File: config.mk
export PLATFORM = sky130hd
export DESIGN_NAME = sslf_top
export DESIGN_NICKNAME = d
export VERILOG_FILES = /design/src/design/sslf_pkg.sv /design/src/design/sslf_divider.sv /design/src/design/sslf_top.sv
export SDC_FILE = /design/constraint.sdc
export NUM_CORES = 1
export LEC_CHECK = 0
export BUFFER_PORTS_ARGS = -buffer_cell sky130_fd_sc_hd__buf_4
export CORE_ASPECT_RATIO = 0.9
export CORE_MARGIN = 5
export CORE_UTILIZATION = 55
export DETAILED_ROUTE_END_ITERATION = 8
export PLACE_DENSITY_LB_ADDON = 0.3
export RECOVER_POWER = 50
export SKIP_CTS_REPAIR_TIMING = 1
export SLEW_MARGIN = 40
export SYNTH_ARGS = -nofsm -noshare
export SYNTH_HDL_FRONTEND = slang
export SYNTH_SLANG_ARGS = --single-unit
File: constraint.sdc
create_clock -name clk -period 5.1 [get_ports clk]
set_clock_uncertainty 0.2 [all_clocks]
set_input_delay 0.255 -clock clk [delete_from_list [all_inputs] [get_ports clk]]
set_output_delay 0.255 -clock clk [all_outputs]
set_load 0.01 [all_outputs]
File: src/design/sslf_pkg.sv
/*
 * Shared constants and types of the synthesizer serial load and lock flag block.
 * Assumes a single 100 MHz system clock; no other file defines these names.
 */
package sslf_pkg;

    localparam int CLK_PERIOD_NS = 10;
    localparam int REF_W = 14;
    localparam int MAIN_W = 10;
    localparam int SWALLOW_W = 7;
    localparam int WORD_W = REF_W + MAIN_W + SWALLOW_W + 1;

    // Positions in the shift register once a whole word has arrived.
    localparam int REF_LSB = MAIN_W + SWALLOW_W + 1;
    localparam int MAIN_LSB = SWALLOW_W + 1;
    localparam int SWALLOW_LSB = 1;
    localparam int CTRL_POS = 0;

    localparam logic [2:0] UNIT_ADDRESS = 3'h2;

    localparam logic [REF_W-1:0] REF_RESET = 14'h0001;
    localparam logic [MAIN_W-1:0] MAIN_RESET = 10'h001;
    localparam logic [SWALLOW_W-1:0] SWALLOW_RESET = 7'h00;
    localparam logic [WORD_W-1:0] SHIFT_RESET = 32'h0000_0000;

    // In-phase window between the two divided edges.
    localparam int LOCK_WINDOW_NS = 200;
    localparam int LOCK_WINDOW_CYC = (LOCK_WINDOW_NS + CLK_PERIOD_NS - 1) / CLK_PERIOD_NS;
    localparam int AGE_W = 8;
    localparam logic [AGE_W-1:0] AGE_MAX = 8'hFF;
    localparam logic [AGE_W-1:0] LOCK_WINDOW = AGE_W'(LOCK_WINDOW_CYC);

    localparam int SYNC_N = 9;
    // The tune request idles high, so its synchroniser starts high as well,
    // which keeps the filter out of tuning mode right after reset.
    localparam logic [SYNC_N-1:0] SYNC_RESET = 9'h100;

    typedef struct packed {
        logic [REF_W-1:0] ref_ratio;
        logic [MAIN_W-1:0] main_ratio;
        logic [SWALLOW_W-1:0] swallow_ratio;
    } sslf_ratios_t;

    typedef enum logic [2:0] {
        SSLF_NARROW = 3'b001,
        SSLF_WIDE = 3'b010,
        SSLF_TUNE = 3'b100
    } sslf_mode_t;

endpackage : sslf_pkg

File: src/design/sslf_divider.sv
/*
 * Programmable pulse divider: one output pulse for every ratio input ticks.
 * Assumes tick is a one-cycle pulse on clk; a ratio of zero acts as one.
 */
`timescale 1ns/100ps
`default_nettype none

module sslf_divider #(
    parameter int W = 14
) (
    input wire logic clk,
    input wire logic reset_n,
    input wire logic tick,
    input wire logic [W-1:0] ratio,
    output logic pulse_ff
);
    logic [W-1:0] cnt_ff;
    wire logic [W-1:0] last_count = (ratio == '0) ? '0 : ratio - W'(1);
    wire logic wrap = tick && (cnt_ff >= last_count);
    wire logic [W-1:0] nxt_cnt = wrap ? '0 : (tick ? cnt_ff + W'(1) : cnt_ff);

    always_ff @(posedge clk or negedge reset_n) begin
        if (!reset_n) begin
            cnt_ff <= '0;
            pulse_ff <= 1'b0;
        end else begin
            cnt_ff <= nxt_cnt;
            pulse_ff <= wrap;
        end
    end

endmodule : sslf_divider

`default_nettype wire

File: src/design/sslf_top.sv
/*
 * Digital control of a receiver frequency synthesizer: address-gated serial load
 * of reference, main and swallow dividers, dual-modulus feedback counting,
 * lock detection with lamp and flag, and loop-filter mode lines.
 * Assumes all controller lines and both divider inputs are asynchronous pins.
 */
//
// Contract
// [RULE1] Gates open only when the select lines read 010.
// [RULE2] While matched, latch, clock and data pass to the shift register.
// [RULE3] Data shifts in on each rising serial clock edge.
// [RULE4] A high latch enable copies the shift register into the divider latches.
// [RULE5] Reference, swallow and main dividers all load through the one serial path.
// [RULE6] Reference divider divides the reference input and feeds phase and lock logic.
// [RULE7] Swallow and main dividers count prescaler output; main output is the feedback.
// [RULE8] Lock indicator high while the divided edges are in phase, else low.
// [RULE9] When locked the lamp driver goes high, turning the lamp off.
// [RULE10] When locked the lock flag to the controller goes high.
// [RULE11] When unlocked the lamp lights and the lock flag goes low.
// [RULE12] Controller drives the reference select low for external, high for internal.
// [RULE13] Loop open, inverted filter gate and tune lines set the filter mode.
// [RULE14] Word is reference, main, swallow MSB first, then a control bit of one.
// [RULE15] Controller checks the lock flag after every new load.
// [RULE16] Without an address match the gated lines are held low.
`timescale 1ns/100ps
`default_nettype none

module sslf_top
    import sslf_pkg::*;
(
    input wire logic clk,
    input wire logic reset_n,
    input wire logic unit_select_bit0,
    input wire logic unit_select_bit1,
    input wire logic unit_select_bit2,
    input wire logic latch_enable_in,
    input wire logic serial_clock_in,
    input wire logic serial_data_in,
    input wire logic internal_ref_select,
    input wire logic reference_clock_input,
    input wire logic prescaler_input,
    input wire logic tune_request_n,
    output logic gated_latch_ff,
    output logic gated_clock_ff,
    output logic gated_data_ff,
    output sslf_pkg::sslf_ratios_t ratios_ff,
    output logic internal_osc_enable_ff,
    output logic divided_reference_ff,
    output logic divided_feedback_ff,
    output logic modulus_control_ff,
    output logic phase_lock_indicator_ff,
    output logic lock_alarm_lamp_ff,
    output logic lock_flag_ff,
    output logic loop_open_ff,
    output logic filter_gate_n_ff,
    output logic tune_ctrl_ff
);
    import sslf_pkg::*;

    ////////////////////////////////////////////////////////////////////////////
    // Every pin passes two flip-flops before any logic looks at it.
    wire logic [SYNC_N-1:0] pins = {tune_request_n, prescaler_input, reference_clock_input,
        internal_ref_select, serial_data_in, serial_clock_in, latch_enable_in,
        unit_select_bit2, unit_select_bit1};
    logic [SYNC_N-1:0] meta_ff;
    logic [SYNC_N-1:0] sync_ff;
    logic sel0_meta_ff;
    logic sel0_ff;

    always_ff @(posedge clk or negedge reset_n) begin
        if (!reset_n) begin
            meta_ff <= SYNC_RESET;
            sync_ff <= SYNC_RESET;
            sel0_meta_ff <= 1'b0;
            sel0_ff <= 1'b0;
        end else begin
            meta_ff <= pins;
            sync_ff <= meta_ff;
            sel0_meta_ff <= unit_select_bit0;
            sel0_ff <= sel0_meta_ff;
        end
    end

    wire logic sel1 = sync_ff[0];
    wire logic sel2 = sync_ff[1];
    wire logic latch_s = sync_ff[2];
    wire logic sclk_s = sync_ff[3];
    wire logic sdata_s = sync_ff[4];
    wire logic int_ref_s = sync_ff[5];
    wire logic ref_s = sync_ff[6];
    wire logic presc_s = sync_ff[7];
    wire logic tune_req_n_s = sync_ff[8];

    ////////////////////////////////////////////////////////////////////////////
    // Address decode and input gates.
    wire logic addr_match = ({sel0_ff, sel1, sel2} == UNIT_ADDRESS); // [RULE1]
    wire logic nxt_gated_latch = addr_match & latch_s; // [RULE2] [RULE16]
    wire logic nxt_gated_clock = addr_match & sclk_s; // [RULE2] [RULE16]
    wire logic nxt_gated_data = addr_match & sdata_s; // [RULE2] [RULE16]

    ////////////////////////////////////////////////////////////////////////////
    // Serial shift register and divider latches.
    logic [WORD_W-1:0] shift_ff;
    wire logic shift_edge = nxt_gated_clock & ~gated_clock_ff; // [RULE3]
    wire logic latch_edge = nxt_gated_latch & ~gated_latch_ff;
    wire logic [WORD_W-1:0] nxt_shift = shift_edge ? {shift_ff[WORD_W-2:0], nxt_gated_data}
        : shift_ff; // [RULE3] [RULE14]
    // A word without its trailing control bit is ignored, which guards
    // against a load strobe after a short or aborted transfer.
    wire logic do_latch = latch_edge & shift_ff[CTRL_POS]; // [RULE4] [RULE14]
    wire sslf_ratios_t word_ratios = '{
        ref_ratio: shift_ff[REF_LSB +: REF_W],
        main_ratio: shift_ff[MAIN_LSB +: MAIN_W],
        swallow_ratio: shift_ff[SWALLOW_LSB +: SWALLOW_W]}; // [RULE5] [RULE14]
    wire sslf_ratios_t nxt_ratios = do_latch ? word_ratios : ratios_ff; // [RULE4]

    always_ff @(posedge clk or negedge reset_n) begin
        if (!reset_n) begin
            gated_latch_ff <= 1'b0;
            gated_clock_ff <= 1'b0;
            gated_data_ff <= 1'b0;
            shift_ff <= SHIFT_RESET;
            ratios_ff <= '{REF_RESET, MAIN_RESET, SWALLOW_RESET};
        end else begin
            gated_latch_ff <= nxt_gated_latch;
            gated_clock_ff <= nxt_gated_clock;
            gated_data_ff <= nxt_gated_data;
            shift_ff <= nxt_shift;
            ratios_ff <= nxt_ratios;
        end
    end

    ////////////////////////////////////////////////////////////////////////////
    // Reference and feedback dividers.
    logic ref_prev_ff;
    logic presc_prev_ff;
    logic [SWALLOW_W-1:0] swallow_cnt_ff;
    wire logic ref_tick = ref_s & ~ref_prev_ff;
    wire logic presc_tick = presc_s & ~presc_prev_ff;
    wire logic ref_pulse;
    wire logic fb_pulse;

    sslf_divider #(.W(REF_W)) u_ref_div (
        .clk(clk),
        .reset_n(reset_n),
        .tick(ref_tick),
        .ratio(ratios_ff.ref_ratio),
        .pulse_ff(ref_pulse)
    ); // [RULE6]

    sslf_divider #(.W(MAIN_W)) u_main_div (
        .clk(clk),
        .reset_n(reset_n),
        .tick(presc_tick),
        .ratio(ratios_ff.main_ratio),
        .pulse_ff(fb_pulse)
    ); // [RULE7]

    // The swallow count restarts with each feedback cycle and holds the
    // prescaler in its higher modulus until the programmed count is reached.
    wire logic swallow_run = swallow_cnt_ff < ratios_ff.swallow_ratio;
    wire logic [SWALLOW_W-1:0] nxt_swallow_cnt = fb_pulse ? '0
        : ((presc_tick && swallow_run) ? swallow_cnt_ff + SWALLOW_W'(1)
        : swallow_cnt_ff); // [RULE7]
    wire logic nxt_modulus = nxt_swallow_cnt < ratios_ff.swallow_ratio; // [RULE7]

    always_ff @(posedge clk or negedge reset_n) begin
        if (!reset_n) begin
            ref_prev_ff <= 1'b0;
            presc_prev_ff <= 1'b0;
            swallow_cnt_ff <= '0;
            modulus_control_ff <= 1'b0;
            divided_reference_ff <= 1'b0;
            divided_feedback_ff <= 1'b0;
            internal_osc_enable_ff <= 1'b0;
        end else begin
            ref_prev_ff <= ref_s;
            presc_prev_ff <= presc_s;
            swallow_cnt_ff <= nxt_swallow_cnt;
            modulus_control_ff <= nxt_modulus;
            divided_reference_ff <= ref_pulse; // [RULE6]
            divided_feedback_ff <= fb_pulse; // [RULE7]
            internal_osc_enable_ff <= int_ref_s; // [RULE12]
        end
    end

    ////////////////////////////////////////////////////////////////////////////
    // Lock detector, fault outputs and loop-filter mode.
    logic [AGE_W-1:0] ref_age_ff;
    logic [AGE_W-1:0] fb_age_ff;
    wire logic [AGE_W-1:0] nxt_ref_age = ref_pulse ? '0
        : ((ref_age_ff == AGE_MAX) ? ref_age_ff : ref_age_ff + AGE_W'(1));
    wire logic [AGE_W-1:0] nxt_fb_age = fb_pulse ? '0
        : ((fb_age_ff == AGE_MAX) ? fb_age_ff : fb_age_ff + AGE_W'(1));
    // A missing feedback edge unlocks one window after the reference edge.
    wire logic ref_unpaired = (ref_age_ff == LOCK_WINDOW + AGE_W'(1)) && (fb_age_ff > ref_age_ff);
    // A reference edge with no feedback edge since the one before it is out
    // of phase, which catches a dead prescaler even at short reference periods.
    wire logic ref_lonely = ref_pulse && (fb_age_ff > ref_age_ff);
    wire logic nxt_lock = fb_pulse ? (ref_pulse || (ref_age_ff <= LOCK_WINDOW))
        : (ref_pulse && fb_age_ff <= LOCK_WINDOW) ? 1'b1
        : (ref_unpaired || ref_lonely) ? 1'b0 : phase_lock_indicator_ff; // [RULE8]
    wire sslf_mode_t mode = !tune_req_n_s ? SSLF_TUNE
        : (nxt_lock ? SSLF_NARROW : SSLF_WIDE); // [RULE13]

    always_ff @(posedge clk or negedge reset_n) begin
        if (!reset_n) begin
            ref_age_ff <= AGE_MAX;
            fb_age_ff <= AGE_MAX;
            phase_lock_indicator_ff <= 1'b0;
            lock_alarm_lamp_ff <= 1'b0;
            lock_flag_ff <= 1'b0;
            loop_open_ff <= 1'b0;
            filter_gate_n_ff <= 1'b0;
            tune_ctrl_ff <= 1'b0;
        end else begin
            ref_age_ff <= nxt_ref_age;
            fb_age_ff <= nxt_fb_age;
            phase_lock_indicator_ff <= nxt_lock; // [RULE8]
            lock_alarm_lamp_ff <= nxt_lock; // [RULE9] [RULE11]
            lock_flag_ff <= nxt_lock; // [RULE10] [RULE11] [RULE15]
            loop_open_ff <= (mode == SSLF_TUNE); // [RULE13]
            filter_gate_n_ff <= (mode == SSLF_NARROW); // [RULE13]
            tune_ctrl_ff <= (mode == SSLF_TUNE); // [RULE13]
        end
    end

endmodule : sslf_top

`default_nettype wire

==> results of run 1 <==
## state kept, by name, summed over array words and instances, names as in the netlist, 7 cells and up
| register | flops |
|---|---|
| sync_ff | 9 |
| meta_ff | 9 |
| shift_ff | 32 |
| ref_age_ff | 8 |
| ratios_ff | 31 |
| fb_age_ff | 8 |
| swallow_cnt_ff | 7 |
| u_main_div.cnt_ff | 10 |
| u_ref_div.cnt_ff | 14 |
## how the worst max path moves through the flow
stage	start	end	slack, ps
after CTS	ratios_ff[18]	u_ref_div.cnt_ff[12]	820
final	ratios_ff[18]	u_ref_div.cnt_ff[8]	850
after detailed placement	ratios_ff[18]	u_ref_div.cnt_ff[3]	820
after floorplan	ratios_ff[18]	u_ref_div.cnt_ff[10]	1350
after global placement	ratios_ff[18]	u_ref_div.cnt_ff[12]	960
after global routing	ratios_ff[18]	u_ref_div.cnt_ff[3]	370
## worst reg2reg max path, delay by kind of cell (launching register included)
kind	cells	cell delay, ps
AOI/OAI and AO/OA	3	900
adders and majority gates	2	430
buffers and inverters	1	80
DFF	1	430
and+or+nand+nor	7	2080
## logic make-up after synthesis
| family | Yosys count |
|---|---|
| AND/OR/NAND/NOR | 214 |
| flip-flops | 144 |
| AO/OA/AOI/OAI | 68 |
| multiplexers | 67 |
| adder cells (fa/ha/maj) | 55 |
| buffers and inverters | 44 |
| XOR/XNOR | 42 |
## metal layers
metal  global-route usage (%)  up-vias
li1                         -     2362
met2                    28.90       72
met1                    23.88     2332
met3                    5.354       21
met4                    7.727        0
met5                        0        -
## power by group through the flow
stage	registers [mW]	clock network (mW)	logic (mW)
2_1_floorplan	1.30	0	0.211
3_3_place_gp	1.31	0	0.300
3_5_place_dp	1.31	0	0.310
4_1_cts	1.29	1.26	0.312
5_1_grt	1.30	1.32	0.349
6_report	1.29	1.23	0.293
## final cells by class
cell class | count | area (µm²) | share of cell area, %
Timing Repair Buffer | 69 | 385.4 | 4.695
Clock buffer | 18 | 439.2 | 5.351
Multi-Input combinational cell | 446 | 3294 | 40.14
Tap cell | 164 | 205.2 | 2.500
Sequential cell | 144 | 3628 | 44.21
Clock inverter | 14 | 153.9 | 1.875
Inverter | 27 | 101.3 | 1.235
## through the flow
step	area [µm²]	std cells	hold WS [ps]
CTS	8262	871	-285.8
global placement	7669	839	132.0
detailed placement	7669	839	134.7
finish	8208	882	148.6
floorplan	7097	634	-240.6
global route	8208	882	154.6
## cells in the mapped netlist, drive strengths merged, types with 10 or more instances
| master | count |
|---|---|
| o21ai | 18 |
| inv | 27 |
| ha | 55 |
| nand2 | 57 |
| nor2 | 63 |
| nand3 | 15 |
| xnor2 | 15 |
| mux2 | 63 |
| nor3 | 11 |
| and3 | 10 |
| nand4 | 13 |
| dfstp | 20 |
| xor2 | 27 |
| dfrtp | 124 |
| a21oi | 19 |
==> flow_metrics.env, run 1 <==
export IMPL_slew_violations=94
export IMPL_critPathMaxStageDelay_ps=630
export IMPL_met3_length_um=511
export IMPL_layout_drive_gt1_share_pct=18.80
export IMPL_synth_area_leaders="dfrtp_1, mux2_2, ha_1"
export IMPL_drv_cap=1
export IMPL_vdd_drop_max_mv=0.2736
export IMPL_grt_pass1_wl_mm=22.59
export IMPL_hold_viol=0
export IMPL_worst_setup_path_start_kind="flop"
export IMPL_synth_fa_ha_area_share_pct=9.697
export IMPL_dp_hpwl_mm=9.195
export IMPL_synth_xor_area_share_pct=5.183
export IMPL_num_rows=39
export IMPL_hold_path_depth=0
export IMPL_synth_edf_count=0
export IMPL_max_slew_margin_pct=-46.36
export IMPL_overflow=0
export IMPL_die_h_um=117.8
export IMPL_violations="capacitance limit, slew limit"
export IMPL_powerDensity_nw_per_um2=343.2
export IMPL_cp_slowest_cell="o311ai_0"
export IMPL_r2r_end="u_ref_div.cnt_ff[8]"
export IMPL_yosys_area_top_type="dfrtp_1"
export IMPL_start_util_pct=55.94
export IMPL_syn_nets=701
export IMPL_path_max_fanout=12
export IMPL_synth_top_family_by_area="simple AND/OR/NAND/NOR gates"
export IMPL_routedWlPerCell_um=14.75
export IMPL_wl_met2_mm=6.297
export IMPL_critical_path_required_ps=5190
export IMPL_routed_via_density=5.427
export IMPL_cts_tree="done"
export IMPL_hold_class="flop to flop"
export IMPL_cp_top_family="simple AND/OR/NAND/NOR gates"
export IMPL_worstPathArrival_ps=4340
export IMPL_antenna_left=0
export IMPL_cts_buffer_depth=2
export IMPL_syn_to_final_growth_pct=15.66
export IMPL_syn_inst=634
export IMPL_dr_pass1_iters=6
export IMPL_avgSynthCellArea_um2=11.19
export IMPL_pin_count=56
export IMPL_cts_buffers=17
export IMPL_r2r_start="ratios_ff[18]"
export IMPL_end_kind="flop"
export IMPL_rsz0062_at_grt="false"
export IMPL_syn_cell_area_um2=7097
export IMPL_synth_simple_area_share_pct=14.62
export IMPL_min_from="meta_ff[1]"
export IMPL_fin_util_pct=64.69
export IMPL_switching_share_pct=25.52
export IMPL_chipWidth_um=129.7
export IMPL_path_class="flop to flop"
export IMPL_track_usage_pct=18.44
export IMPL_postSynth_asyncResetShare_pct=100.0
export IMPL_fin_total_pwr_mw=2.817
export IMPL_n_antenna_cell=0
export IMPL_final_common_cell="dfrtp_1"
export IMPL_fin_crit_ps=4248
export IMPL_comb_power_share_pct=10.4
export IMPL_sequentialPowerShare_pct=45.8
export IMPL_htreeDepth=4
export IMPL_dieArea_um2=15280
export IMPL_fillerInstances=1020
export IMPL_finalCritPeriodShare_pct=83.28
export IMPL_netlist_cell_type_count=50
export IMPL_ys_ff_latch=144
export IMPL_fmax_ghz=0.2354
export IMPL_leakage_nw=3.868
export IMPL_ys_seq_area_share_pct=51.13
export IMPL_path_buf_inv=1
export IMPL_vias=4787
export IMPL_synth_ff_type="dfrtp_1"
export IMPL_layout_nets=772
export IMPL_cp_depth=13
export IMPL_dp_slack_ps=816.2
export IMPL_synth_compound_area_share_pct=6.329
export IMPL_port_buffers=55
export IMPL_yosysTopAreaCellShare_pct=43.72
export IMPL_clock_sinks=144
export IMPL_grt_max_degree=94
export IMPL_grt_pass1_vias=4856
export IMPL_highest_layer="met4"
export IMPL_worstMarginPinSlew_ps=2195
export IMPL_yosys_mux_area_fraction_pct=10.56
export IMPL_worst_slack_ps=852.5
export IMPL_wl_met1_mm=5.939
export IMPL_outcome="finished with violations"
export IMPL_coreArea_um2=12690
export IMPL_drtIter0Drc=195
export IMPL_reg2reg_slack_ps=850
export IMPL_wl_mm=13.01
export IMPL_tns_ps=0
export IMPL_mostFrequentLayoutCells="dfrtp_1, nor2_1, mux2_2"
export IMPL_min_to="sync_ff[1]"
export IMPL_setup_viol=0
export IMPL_drc=0
export IMPL_power_switching_mw=0.7189
export IMPL_antenna_found_initial=0
export IMPL_clk_pin_slew_worst_paths_ps=60
export IMPL_yosysWarnings=0
export IMPL_clock_latency_ps=430
export IMPL_place_gp_congestion=0.8430
export IMPL_root_buffer="clkbuf_16"
export IMPL_crit_chain="inv_1, ha_1, nor3b_1, nand2_1, or3_1, and2_1, ha_1, nor2b_1, o21ai_0, a221oi_1, o311ai_0, and2_1, nor2_1"
export IMPL_worst_r2r_cell_count=13
export IMPL_power_frac_clock_pct=43.8
export IMPL_intPower_mw=2.098
(Power assumes the default switching activity.)
==> inputs of run 2 (changes only) <==
==> constraint.sdc (replaced) <==
create_clock -name clk -period 4 [get_ports clk]
set_clock_uncertainty 0.2 [all_clocks]
set_input_delay 0.2 -clock clk [delete_from_list [all_inputs] [get_ports clk]]
set_output_delay 0.2 -clock clk [all_outputs]
set_load 0.01 [all_outputs]
==> run 2 against run 1 <==
The flow still finishes with violations (capacitance limit, slew limit). Global-route usage increased by 1.1 points. Setup slack got worse by 590 ps. Critical path depth unchanged. Register-to-register slack got worse by 590 ps. Cell area up 1.0%. Non-clock buffer count up 4. Utilization rose by 0.66 points. Via count is 2.1% higher. Cell count increased by 0.45%. Clock power grew 32%. Critical endpoint is now u_ref_div.cnt_ff[0]. Fmax rose by 14%.
==> flow_metrics.env, run 2 (same netlist as run 1, synthesis figures left out) <==
export IMPL_outcome="finished with violations"
export IMPL_violations="capacitance limit, slew limit"
export IMPL_chipWidth_um=129.7
export IMPL_coreArea_um2=12690
export IMPL_multiInputGateArea_um2=3296
export IMPL_clock_sinks=144
export IMPL_worstMarginPinSlew_ps=1677
export IMPL_htreeDepth=4
export IMPL_end_kind="flop"
export IMPL_worstPathArrival_ps=3870
export IMPL_drv_cap=1
export IMPL_worst_r2r_cell_count=13
export IMPL_fmax_ghz=0.2673
export IMPL_start_util_pct=55.94
export IMPL_critical_path_required_ps=4130
export IMPL_routedWlPerCell_um=15.40
export IMPL_mostFrequentLayoutCells="dfrtp_1, nor2_1, mux2_2"
export IMPL_drtIter0Drc=268
export IMPL_cts_buffers=17
export IMPL_grt_max_degree=106
export IMPL_tns_ps=0
export IMPL_grt_pass1_vias=5071
export IMPL_largest_reg_flops=32
export IMPL_postPlaceCellArea_um2=7695
export IMPL_clk_pin_slew_worst_paths_ps=60
export IMPL_rsz0062_at_grt="true"
export IMPL_final_cell_count_no_fill=886
export IMPL_vdd_drop_max_mv=0.3537
export IMPL_root_buffer="clkbuf_16"
export IMPL_setup_viol=0
export IMPL_worst_slack_ps=258.5
export IMPL_leakage_nw=3.922
export IMPL_grt_pass1_wl_mm=24.01
export IMPL_overflow=0
export IMPL_port_buffers=55
export IMPL_pin_count=56
export IMPL_layout_drive_gt1_share_pct=20.64
export IMPL_slew_violations=80
export IMPL_hold_class="flop to flop"
export IMPL_wl_mm=13.64
export IMPL_startpoint="ratios_ff[21]"
export IMPL_cts_buffer_depth=2
export IMPL_layout_nets=776
export IMPL_r2r_start="ratios_ff[21]"
export IMPL_routed_via_density=5.515
export IMPL_max_slew_margin_pct=-11.80
export IMPL_antenna_left=0
export IMPL_fin_crit_ps=3742
export IMPL_path_max_fanout=12
export IMPL_finish_instance_area_um2=8292
export IMPL_dieArea_um2=15280
export IMPL_worst_setup_path_start_kind="flop"
export IMPL_final_common_cell="dfrtp_1"
export IMPL_place_gp_congestion=0.8673
export IMPL_dp_hpwl_mm=9.559
export IMPL_reg_top3="shift_ff x32, ratios_ff x31, u_ref_div.cnt_ff x14"
export IMPL_dr_pass1_iters=4
export IMPL_fin_total_pwr_mw=3.661
export IMPL_r2r_end="u_ref_div.cnt_ff[0]"
export IMPL_track_usage_pct=19.49
export IMPL_clock_latency_ps=420
export IMPL_n_antenna_cell=0
export IMPL_seqCellArea_um2=3628
export IMPL_cts_tree="done"
export IMPL_largest_register="shift_ff"
export IMPL_syn_to_final_growth_pct=16.84
export IMPL_fillerInstances=992
export IMPL_num_rows=39
export IMPL_antenna_found_initial=0
export IMPL_hold_viol=0
export IMPL_cp_endpoint="u_ref_div.cnt_ff[0]"
export IMPL_reg2reg_slack_ps=260
export IMPL_drc=0
export IMPL_die_h_um=117.8
export IMPL_finalCritPeriodShare_pct=93.54
export IMPL_path_class="flop to flop"
export IMPL_dp_cells=842
export IMPL_dp_slack_ps=190.0
export IMPL_vias=4886
export IMPL_powerDensity_nw_per_um2=441.5
-- run 2: changes by cell type in the layout (fill, tap and decap cells not counted), sizes merged --
cell / change
clkinv: -1
bufinv: +1
buf: +13
clkinvlp: +2
inv: -4
clkbuf: -7
-- run 2: how the worst min path moves through the flow --
stage | end | start | depth (start not counted) | slack (ps)
2_1_floorplan | divided_feedback_ff | reset_n | 0 | -300
3_3_place_gp | meta_ff[2] | latch_enable_in | 1 | 110
3_5_place_dp | internal_osc_enable_ff | reset_n | 1 | 100
4_1_cts | swallow_cnt_ff[6] | reset_n | 1 | -350
5_1_grt | sel0_ff | sel0_meta_ff | 0 | 160
6_report | sync_ff[5] | meta_ff[5] | 0 | 150
-- run 2: area by class of cell --
cell class | instances | area share [%]
clock buffers | 20 | 5.508
clock inverters | 12 | 1.916
well taps | 164 | 2.475
inverters | 27 | 1.222
multi-input cells | 446 | 39.75
flip-flops and latches | 144 | 43.76
repair buffers | 73 | 5.372
-- run 2: worst max-delay path, cell delays in order, from the launching register on --
cell	delay, ps
dfrtp_1	460
nor4_1	350
nor2b_1	250
nand2_1	130
or3_1	520
and2_1	230
ha_1	270
nor2b_1	120
o21ai_0	110
a221oi_1	250
o311ai_0	190
buf_4	190
or3_1	310
o21ai_0	80
-- run 2: metal layers --
metal	GRT usage, %	share of wire [%]	vias to the layer above
li1	-	-	2354
met1	25.26	44	2422
met2	31.70	50	92
met3	5.445	4.2	18
met4	6.104	1.4	0
met5	0	0	-
-- run 2: report_power, final --
group          leakage [nW]  switching [mW]  internal, mW
logic                  1.77           0.218         0.169
registers              1.87          0.0826          1.57
clock network         0.285           0.608          1.02
-- run 2: metrics by stage --
step	utilization, %	hold slack [ps]
4_1_cts	65.50	-350.1
6_report	65.35	146.0
5_1_grt	65.35	158.2
3_3_place_gp	60.62	109.2
3_5_place_dp	60.65	99.69
2_1_floorplan	-	-295.6
